File: config.mk
export PLATFORM = sky130hd
export DESIGN_NAME = sram_host
export DESIGN_NICKNAME = d
export VERILOG_FILES = /design/src/include/sram_host_pkg.sv /design/src/rtl/sram_host.sv /design/src/rtl/sram_phase_timer.sv
export SDC_FILE = /design/constraint.sdc
export NUM_CORES = 1
export LEC_CHECK = 0
export BUFFER_PORTS_ARGS = -buffer_cell sky130_fd_sc_hd__buf_4
export CAP_MARGIN = 20
export CORE_MARGIN = 2
export CORE_UTILIZATION = 54
export DETAILED_ROUTE_END_ITERATION = 16
export GPL_TIMING_DRIVEN = 0
export PLACE_DENSITY = 0.85
export SYNTH_ARGS = -nofsm -noshare
export SYNTH_HDL_FRONTEND = slang
export SYNTH_SLANG_ARGS = --single-unit
File: constraint.sdc
create_clock -name CLK -period 4.6 [get_ports CLK]
set_input_delay 0.92 -clock CLK [delete_from_list [all_inputs] [get_ports CLK]]
set_output_delay 0.92 -clock CLK [all_outputs]
set_load 0.1 [all_outputs]
File: src/include/sram_host_pkg.sv
// Package: constants for the static RAM host controller
package sram_host_pkg;
    // ------------------------------------------------------------
    // Array geometry
    // ------------------------------------------------------------
    localparam int ADDR_W      = 15;         // Word address width
    localparam int DATA_W      = 8;          // Data lines width
    localparam int WORD_COUNT  = 32768;      // Words in the array
    // ------------------------------------------------------------
    // Timing, slowest speed grade, in ns
    // ------------------------------------------------------------
    localparam int CLK_NS          = 40;     // Clock period
    localparam int WRITE_PULSE_NS  = 90;     // Least select and strobe overlap
    localparam int WRITE_RECOV_NS  = 10;     // Least recovery after write
    localparam int READ_ACCESS_NS  = 120;    // Longest access from select
    localparam int GATE_ACCESS_NS  = 60;     // Longest access from output gate
    localparam int READ_CYCLE_NS   = 120;    // Read cycle time
    localparam int GATE_FLOAT_NS   = 60;     // Longest float after gate release
    // Cycle counts: least times round up, none below one
    localparam int WRITE_PULSE_CYC = (WRITE_PULSE_NS + CLK_NS - 1) / CLK_NS;
    localparam int WRITE_RECOV_CYC = (WRITE_RECOV_NS + CLK_NS - 1) / CLK_NS;
    localparam int READ_WAIT_CYC   = (READ_ACCESS_NS + CLK_NS - 1) / CLK_NS;
    localparam int READ_CYCLE_CYC  = (READ_CYCLE_NS + CLK_NS - 1) / CLK_NS;
    localparam int FLOAT_CYC       = (GATE_FLOAT_NS + CLK_NS - 1) / CLK_NS;
    localparam int CNT_W           = 4;      // Width of the phase counter
    localparam logic [CNT_W-1:0] CNT_ZERO = 4'h0; // Counter reset value
endpackage

File: src/rtl/sram_host.sv
// Host controller driving an asynchronous 32K x 8 static RAM
//
// What this block does
// - Address stable before select and strobe fall
// - Hold address, data until strobe rises
// - Select and strobe low for write pulse
// - Never drive data lines while device drives
// - Deselect before retention, wait after recovery
`timescale 1ns/100ps
`default_nettype none
module sram_host
    import sram_host_pkg::*;
#(
    parameter int AW = ADDR_W,                // Word address width
    parameter int DW = DATA_W                 // Data width
)(
    input  wire logic          CLK,
    input  wire logic          NRST,
    // User side
    input  wire logic          REQ_VALID,     // Request offered
    input  wire logic          REQ_WRITE,     // High for a write
    input  wire logic [AW-1:0] REQ_ADDR,      // Word address
    input  wire logic [DW-1:0] REQ_WDATA,     // Write data
    output logic               REQ_READY,     // Request taken this cycle
    output logic [DW-1:0]      RSP_RDATA,     // Read data
    output logic               RSP_VALID,     // One-cycle read answer
    output logic               WRITE_DONE,    // One-cycle write answer
    input  wire logic          RETAIN_REQ,    // Ask to enter low supply retention
    output logic               RETAIN_SAFE,   // Memory deselected, supply may drop
    output logic               BUSY,          // Access, retention or recovery in progress
    // Memory pins
    output logic [AW-1:0]      WORD_ADDRESS,  // Address pins
    input  wire logic [DW-1:0] DATA_LINES_IN, // Data line levels
    output logic [DW-1:0]      DATA_LINES_OUT,// Data driven by us
    output logic               DATA_LINES_OE, // High while we drive data
    output logic               SELECT_N,      // Select, active low
    output logic               WSTROBE_N,     // Write strobe, active low
    output logic               OGATE_N        // Output gate, active low
);
    // ------------------------------------------------------------
    // State machine
    // ------------------------------------------------------------
    typedef enum logic [6:0] {
        S_IDLE   = 7'b0000001,                // Deselected, waiting
        S_WSET   = 7'b0000010,                // Address and data set up
        S_WPULSE = 7'b0000100,                // Select and strobe low
        S_WRECOV = 7'b0001000,                // Strobe high, recovery
        S_RACC   = 7'b0010000,                // Select and gate low
        S_RFLOAT = 7'b0100000,                // Gate high, device floats
        S_RETAIN = 7'b1000000                 // Supply may be lowered
    } state_t;

    state_t           state;                  // Current state
    state_t           next_state;             // Next state
    logic             expired;                // Phase timer done
    logic             load;                   // Start phase timer
    logic [CNT_W-1:0] length;                 // Phase length
    logic [AW-1:0]    addr;                   // Latched address
    logic [DW-1:0]    wdata;                  // Latched write data
    logic             retain_exit;            // Coming back from retention

    // ------------------------------------------------------------
    // Decoding
    // ------------------------------------------------------------
    wire logic in_idle   = (state == S_IDLE);
    // Retention wins over a new access; nothing is taken during recovery wait.
    // Ready is combinational, so the user sees the take in the same cycle and
    // can drop its request at the very edge that consumed it.
    wire logic take      = in_idle && expired && REQ_VALID && !RETAIN_REQ;
    wire logic go_retain = in_idle && expired && RETAIN_REQ;

    // Next state and timer loads
    always_comb begin
        next_state = state;
        load       = 1'b0;
        length     = CNT_ZERO;
        unique case (state)
            S_IDLE: begin
                if (go_retain) begin
                    next_state = S_RETAIN;
                end else if (take && REQ_WRITE) begin
                    next_state = S_WSET;
                end else if (take) begin
                    // Read: access time from select covers gate access too
                    next_state = S_RACC;
                    load       = 1'b1;
                    length     = CNT_W'(READ_WAIT_CYC);
                end
            end
            S_WSET: begin
                // Address settled a cycle before the strobe falls
                next_state = S_WPULSE;
                load       = 1'b1;
                length     = CNT_W'(WRITE_PULSE_CYC);
            end
            S_WPULSE: begin
                if (expired) begin
                    next_state = S_WRECOV;
                    load       = 1'b1;
                    length     = CNT_W'(WRITE_RECOV_CYC);
                end
            end
            S_WRECOV: begin
                if (expired) begin
                    next_state = S_IDLE;
                end
            end
            S_RACC: begin
                if (expired) begin
                    next_state = S_RFLOAT;
                    load       = 1'b1;
                    length     = CNT_W'(FLOAT_CYC);
                end
            end
            S_RFLOAT: begin
                // Keep off the data lines until the device has floated
                if (expired) begin
                    next_state = S_IDLE;
                end
            end
            S_RETAIN: begin
                if (!RETAIN_REQ) begin
                    // Wait one read cycle after supply recovers
                    next_state = S_IDLE;
                    load       = 1'b1;
                    length     = CNT_W'(READ_CYCLE_CYC);
                end
            end
        endcase
    end

    // ------------------------------------------------------------
    // Phase timer
    // ------------------------------------------------------------
    sram_phase_timer u_timer (
        .clk     (CLK),
        .nrst    (NRST),
        .load    (load),
        .length  (length),
        .expired (expired)
    );

    // State register
    always_ff @(posedge CLK or negedge NRST) begin
        if (!NRST) begin
            state <= S_IDLE;
        end else begin
            state <= next_state;
        end
    end

    // Latch address and data when a request is taken
    always_ff @(posedge CLK or negedge NRST) begin
        if (!NRST) begin
            addr  <= '0;
            wdata <= '0;
        end else if (take) begin
            addr  <= REQ_ADDR;
            wdata <= REQ_WDATA;
        end
    end

    // ------------------------------------------------------------
    // Pin drive, registered
    // ------------------------------------------------------------
    wire logic n_write = (next_state == S_WSET) || (next_state == S_WPULSE) || (next_state == S_WRECOV);
    wire logic n_sel   = (next_state == S_WPULSE) || (next_state == S_RACC);
    wire logic n_strb  = (next_state == S_WPULSE);
    wire logic n_gate  = (next_state == S_RACC);
    // Read data is sampled at the edge that closes the access window, while
    // select and gate are still low, so the device is still driving
    wire logic capture = (state == S_RACC) && expired;

    // Control pins come from flip-flops so no glitch reaches the memory
    always_ff @(posedge CLK or negedge NRST) begin
        if (!NRST) begin
            SELECT_N      <= 1'b1;
            WSTROBE_N     <= 1'b1;
            OGATE_N       <= 1'b1;
            DATA_LINES_OE <= 1'b0;
        end else begin
            SELECT_N      <= !n_sel;
            WSTROBE_N     <= !n_strb;
            OGATE_N       <= !n_gate;
            DATA_LINES_OE <= n_write;
        end
    end

    // Read data and one-cycle answers
    always_ff @(posedge CLK or negedge NRST) begin
        if (!NRST) begin
            RSP_RDATA  <= '0;
            RSP_VALID  <= 1'b0;
            WRITE_DONE <= 1'b0;
            retain_exit <= 1'b0;
        end else begin
            RSP_VALID   <= capture;
            WRITE_DONE  <= (state == S_WRECOV) && expired;
            retain_exit <= (state == S_RETAIN);
            if (capture) begin
                RSP_RDATA <= DATA_LINES_IN;
            end
        end
    end

    // Address and write data only move on a take, which gives the hold after
    // the strobe rises and keeps the bus quiet between accesses
    assign WORD_ADDRESS   = addr;
    assign DATA_LINES_OUT = wdata;
    assign REQ_READY      = take;
    assign RETAIN_SAFE    = (state == S_RETAIN) && SELECT_N;
    assign BUSY           = !in_idle || !expired || retain_exit;
endmodule
`default_nettype wire

File: src/rtl/sram_phase_timer.sv
// Down counter that marks the end of each timed bus phase
`timescale 1ns/100ps
`default_nettype none
module sram_phase_timer
    import sram_host_pkg::*;
(
    input  wire logic             clk,
    input  wire logic             nrst,
    input  wire logic             load,       // Start a new phase
    input  wire logic [CNT_W-1:0] length,     // Phase length in cycles
    output logic                  expired     // Phase has run out
);
    // ------------------------------------------------------------
    // Counter
    // ------------------------------------------------------------
    logic [CNT_W-1:0] remaining;              // Cycles left in phase
    wire  logic       running = (remaining != CNT_ZERO);

    // Load one less than the length, then count to zero
    always_ff @(posedge clk or negedge nrst) begin
        if (!nrst) begin
            remaining <= CNT_ZERO;
        end else if (load) begin
            remaining <= length - 4'h1;
        end else if (running) begin
            remaining <= remaining - 4'h1;
        end
    end

    // Done once the count sits at zero; load stays out of this term because
    // the idle decode feeds load, and a path back through it would loop
    assign expired = !running;
endmodule
`default_nettype wire
# ---- Word-level counts from Yosys, hierarchy flattened
# Cells that the tools add are included.
dict set report classes {
  mux 23
  n_eq_ne 11
  add_sub_neg 2
  n_reduce_logical 23
}
# op count
set op_table {}
lappend op_table {{7-bit 2-to-1 mux} 7}
lappend op_table {{7-bit case mux with 6 select lines} 1}
lappend op_table {{7-bit by 2-bit == test with 1-bit output, second input constant} 2}
lappend op_table {{7-bit by 3-bit == test with 1-bit output, second input constant} 2}
lappend op_table {{7-bit by 4-bit == test with 1-bit output, second input constant} 2}
lappend op_table {{7-bit by 5-bit == test with 1-bit output, second input constant} 2}
lappend op_table {{2-bit 2-to-1 mux} 5}
lappend op_table {{2-bit case mux with 5 select lines} 1}
lappend op_table {{1-bit logical AND} 8}
lappend op_table {{4-bit 2-to-1 mux} 2}
lappend op_table {{7-bit by 1-bit == test with 1-bit output, second input constant} 1}
lappend op_table {{7-bit by 6-bit == test with 1-bit output, second input constant} 1}
lappend op_table {{7-bit == test, second input constant} 1}
lappend op_table {{1-bit logical NOT} 6}
lappend op_table {{1-bit 2-to-1 mux} 6}
lappend op_table {{1-bit logical OR} 5}
lappend op_table {{1-bit case mux with 4 select lines} 1}
lappend op_table {{4-bit nonzero test} 1}
lappend op_table {{2-bit OR reduction} 2}
lappend op_table {{4-bit by 1-bit subtractor with 4-bit output, second input constant} 1}
lappend op_table {{2-bit by 1-bit subtractor with 3-bit output, second input constant} 1}
lappend op_table {{2-bit nonzero test} 1}
dict set report word_totals {
  elab_cells 71
  out_inout_bits 40
  ff_bits 49
  input_bits 36
}

# ---- Depth between registers and ports, before layout
dict set report depth {
  word_depth 12
  depth_mapped 9
}

# ---- By module
# A second synthesis with hierarchy kept.
dict set report hier_totals {
  cells_unflattened 238
  area_unflattened_um2 2317.2
}
# module seq_area_each_um2 cells_per_inst instances area_per_inst_um2
set by_module_without_submodules {}
lappend by_module_without_submodules {sram_host 1131.1 217 1 2074.5}
lappend by_module_without_submodules {sram_phase_timer 100.1 21 1 242.7}

# ---- Worst setup path before layout
# No wires, ideal clock.
dict set report synth_timing {
  kind {reg2out}
  start {reg state[3]}
  end {out RETAIN_SAFE}
  t_arrival_ns 2.005
  path_buffers 1
  setup_slack_ns 1.675
  stages_incl_launch_ff 5
  required_time_ns 3.680
  cell_sequence {dfrtp_1 buf_6 or4_4 nor4b_4 and2_1}
}
dict set report synth_between {
  elab_chain_len 2
}
# item line
set synth_lines {}
lappend synth_lines {{start: declaration} sram_host.sv:53} ;# state_t state;
lappend synth_lines {{start signal: assignment} sram_host.sv:148} ;# state <= next_state;
lappend synth_lines {{7-bit == test} sram_host.sv:211} ;# assign RETAIN_SAFE = (state == S_RETAIN) && SELECT_N;
lappend synth_lines {{1-bit logical AND} sram_host.sv:211}
lappend synth_lines {{end: declaration} sram_host.sv:29} ;# output logic RETAIN_SAFE,
# Every way passes these cells.

# ---- Final worst setup path
dict set report layout_timing {
  start {reg u_timer.remaining[0]}
  end {out REQ_READY}
}
dict set report layout_between {
  elab_chain_len 5
}
# item line
set layout_lines {}
lappend layout_lines {{start: declaration} sram_phase_timer.sv:16} ;# logic [CNT_W-1:0] remaining;
lappend layout_lines {{start signal: assignment} sram_phase_timer.sv:24} ;# remaining <= length - 4'h1;
lappend layout_lines {{start signal: assignment} sram_phase_timer.sv:26} ;# remaining <= remaining - 4'h1;
lappend layout_lines {{4-bit nonzero test} sram_phase_timer.sv:17} ;# wire logic running = (remaining != CNT_ZERO);
lappend layout_lines {{1-bit logical NOT} sram_phase_timer.sv:32} ;# assign expired = !running;
lappend layout_lines {{1-bit logical AND (3 in a row)} sram_host.sv:69} ;# wire logic take = in_idle && expired && REQ_VALID && !RETAIN_REQ;
lappend layout_lines {{end: declaration} sram_host.sv:24} ;# output logic REQ_READY,
# Every way passes these cells.

==> metrics.yaml <==
run_status: "completed"
finalSetupViolCount: 0
arrival_ns: 2.67
tightest_slew_ns: 0.700
viasPerCell: 5.47
vias: 1854
internal-power_mw: 0.636
yosysSeqAreaShare_pct: 53.8
relSlewSlack_pct: 53.0
diodes: 0
yosysUniqueCellTypes: 49
fin_crit_ns: 3.59
port_buffers: 75
ios: 76
rows: 23
fin_crit_sh_pct: 78.0
switching_power_mw: 0.226
critPathMostFrequentCell: "buf_4"
first_pass_iters: 5
cts.path.max_buffers: 2
fin_worst_skew_ns: 0.00678
seqPwrFrac_pct: 51.3
drc: 0
cts_hold_buffers: 0
die_h_um: 69.1
ys_async_sr_fraction_pct: 100
yosysWarnings: 0
cts_tree: "yes"
synth-seq-cells: 49
routed_wl_um: 5340
insertion_delay_ns: 0.31
sw_frac_of_total_pct: 26.2
crit_path_start_kind: "flop"
cts_resized: 0
syn_inst: 206
ys.flop_type: "dfrtp_1"
finalMaxSlewViolations: 0
ant_nets: 0
postCtsSetupBuffers: 0
cpMaxStageDelayCell: "nor3b_4"
cts.sinks: 49
avgSynthCellArea_sq_um: 11.1
finalSetupTns_ns: 0
post-place-ws_ns: 1.40
initial_core_util_pct: 56.8
final_cells: 339
coreArea_sq_um: 4030
h-tree-depth: 2
grt_use_total_pct: 23.7
area_delta_synth_final_pct: 32.2
synthesis.nets: 244
grt_pass1_vias: 1829
worstSetupPathType: "flop to output pin"
final-hold-violation-count: 0
vdd_ir_drop_max_uv: 248
holdCritPathClass: "flop to flop"
min_from: "u_timer.remaining[0]"
drive_gt1_share_pct: 43.9
hpwl_um: 3990
grt_overflow: 0
wl_per_cell_um: 15.7
die_x_um: 69.1
rr_startpoint: "u_timer.remaining[0]"
max_freq_mhz: 279
cts.clk_slew.worst_paths_ns: 0.08
crit_chain: "inv_1 -> ha_1 -> nor3b_4 -> nand4_1 -> nor2_2 -> buf_4 -> buf_4"
cp_data_required_time_ns: 3.68
drt_first_iter_violations: 198
cp-end-kind: "output pin"
fin_ws_ns: 1.01
power.static_leakage_nw: 1.51
clockRootBuffer: "clkbuf_8"
maxCapViolCount: 0
setup.worst_path.start: "u_timer.remaining[0]"
antenna_found_initial: 0
syn_area_sq_um: 2290
max_stage_delay_ns: 0.46
cts_buffers: 5
fin_nets: 326
cp_max_fo: 10
grt_first_pass_wirelength_um: 8910
routabilityCongestion: 0.978
die_area_sq_um: 4770
fillers: 279
p_clk_share_pct: 35.7
pwr-share-comb_pct: 13.0
power_density_nw_per_um2: 285
synth-edff-count: 0
grt_max_degree: 50
dp.cells: 331
rsz0062_at_grt: "false"
-- routing by layer --
| metal | share of wire [%] | vias up | GRT usage (%) |
|---|---|---|---|
| li1 | - | 892 | - |
| met1 | 39 | 875 | 31.0 |
| met3 | 7.2 | 10 | 3.95 |
| met5 | 0 | - | 0 |
| met4 | 2.0 | 0 | 12.6 |
| met2 | 51 | 77 | 37.9 |
-- power by group through the flow --
| stage | combinational [mW] | clock [mW] | sequential [mW] |
|---|---|---|---|
| floorplan | 0.00840 | 0 | 0.508 |
| global placement | 0.111 | 0 | 0.450 |
| detailed placement | 0.113 | 0 | 0.451 |
| CTS | 0.113 | 0.312 | 0.442 |
| global route | 0.117 | 0.330 | 0.443 |
| finish | 0.112 | 0.308 | 0.442 |
-- cell usage after synthesis (all sizes together) (2+ instances only) --
| cell type | number | share of area [%] |
|---|---|---|
| dfrtp | 45 | 49 |
| nand2 | 32 | 5.2 |
| mux2 | 25 | 12 |
| nor2 | 14 | 2.4 |
| nor3 | 8 | 1.7 |
| inv | 7 | 1.1 |
| buf | 6 | 1.7 |
| clkbuf | 5 | 0.82 |
| o21ai | 5 | 1.1 |
| a21o | 4 | 1.3 |
| a21oi | 4 | 0.87 |
| dfstp | 4 | 4.6 |
| nand3 | 4 | 0.87 |
| nor2b | 4 | 1.1 |
| nor4 | 3 | 1.4 |
| ha | 2 | 1.1 |
| nand4 | 2 | 0.55 |
| nor3b | 2 | 1.1 |
| nor4b | 2 | 1.4 |
| o211ai | 2 | 0.66 |
| o41ai | 2 | 0.77 |
| or2 | 2 | 0.55 |
| or3 | 2 | 0.55 |
| or4 | 2 | 0.82 |
-- sequential cells by signal, indices dropped and copies added (netlist names), 4 cells and up --
name / count
WORD_ADDRESS: 15
DATA_LINES_OUT: 8
RSP_RDATA: 8
state: 7
u_timer.remaining: 4
-- cell usage in the layout, fill, tap and decap left out, types with 2 or more instances in the layout --
cell	netlist	final
clkbuf_1	5	6
nor4_2	2	2
o211ai_1	2	2
clkbuf_8	0	5
o21ai_0	5	5
nand3_1	4	4
inv_1	7	7
a21oi_1	4	4
nand4_1	2	2
nor2_1	13	13
or2_2	2	2
dfrtp_1	45	45
or3_1	2	2
buf_2	4	4
buf_4	1	76
o41ai_1	2	2
dfstp_2	4	4
nand2_1	32	32
nor2b_1	4	4
mux2_2	25	25
a21o_1	4	4
nor3_1	8	8
ha_1	2	2
-- through the flow --
stage	power (mW)	hold WS, ns	area [sq um]	util, %
2_1_floorplan	0.516	0.421	2290	-
3_3_place_gp	0.561	0.438	2910	72.3
3_5_place_dp	0.564	0.439	2910	72.3
4_1_cts	0.867	0.468	3030	75.1
5_1_grt	0.890	0.479	3030	75.1
6_report	0.862	0.470	3030	75.1
-- critical path, delay by kind of cell (launching register included) --
kind | cells | cell delay (ns)
fa+ha+maj | 1 | 0.24
flops | 1 | 0.39
simple gates | 3 | 1.07
buf+inv | 3 | 0.66
-- final cells by class --
cell class	instances	area (sq um)	area share, %
flip-flops and latches	49	1230	40.7
multi-input cells	139	973	32.2
repair buffers	75	563	18.6
clock buffers	6	72.6	2.40
well taps	50	62.6	2.07
plain buffers	11	57.6	1.90
clock inverters	2	38.8	1.28
inverters	7	26.3	0.868
-- logic make-up after synthesis --
family          after synthesis  share of synthesized area, %
compound gates               26                          8.26
xor+xnor                      2                         0.766
fa+ha+maj                     2                          1.09
buf+inv                      18                          3.66
flops                        49                          53.8
mux                          26                          12.7
simple gates                 83                          19.7
-- worst paths after layout --
kind	depth (start not counted)	endpoint	slack (ns)
setup reg to reg	9	u_timer.remaining[3]	1.88
setup / recovery	7	REQ_READY	1.01
max in group asynchronous	1	RSP_VALID	3.57
hold reg to reg	1	u_timer.remaining[0]	0.47
hold / removal	1	u_timer.remaining[0]	0.47
min in group asynchronous	1	state[3]	0.61
Power figures use the tool's default switching activity.
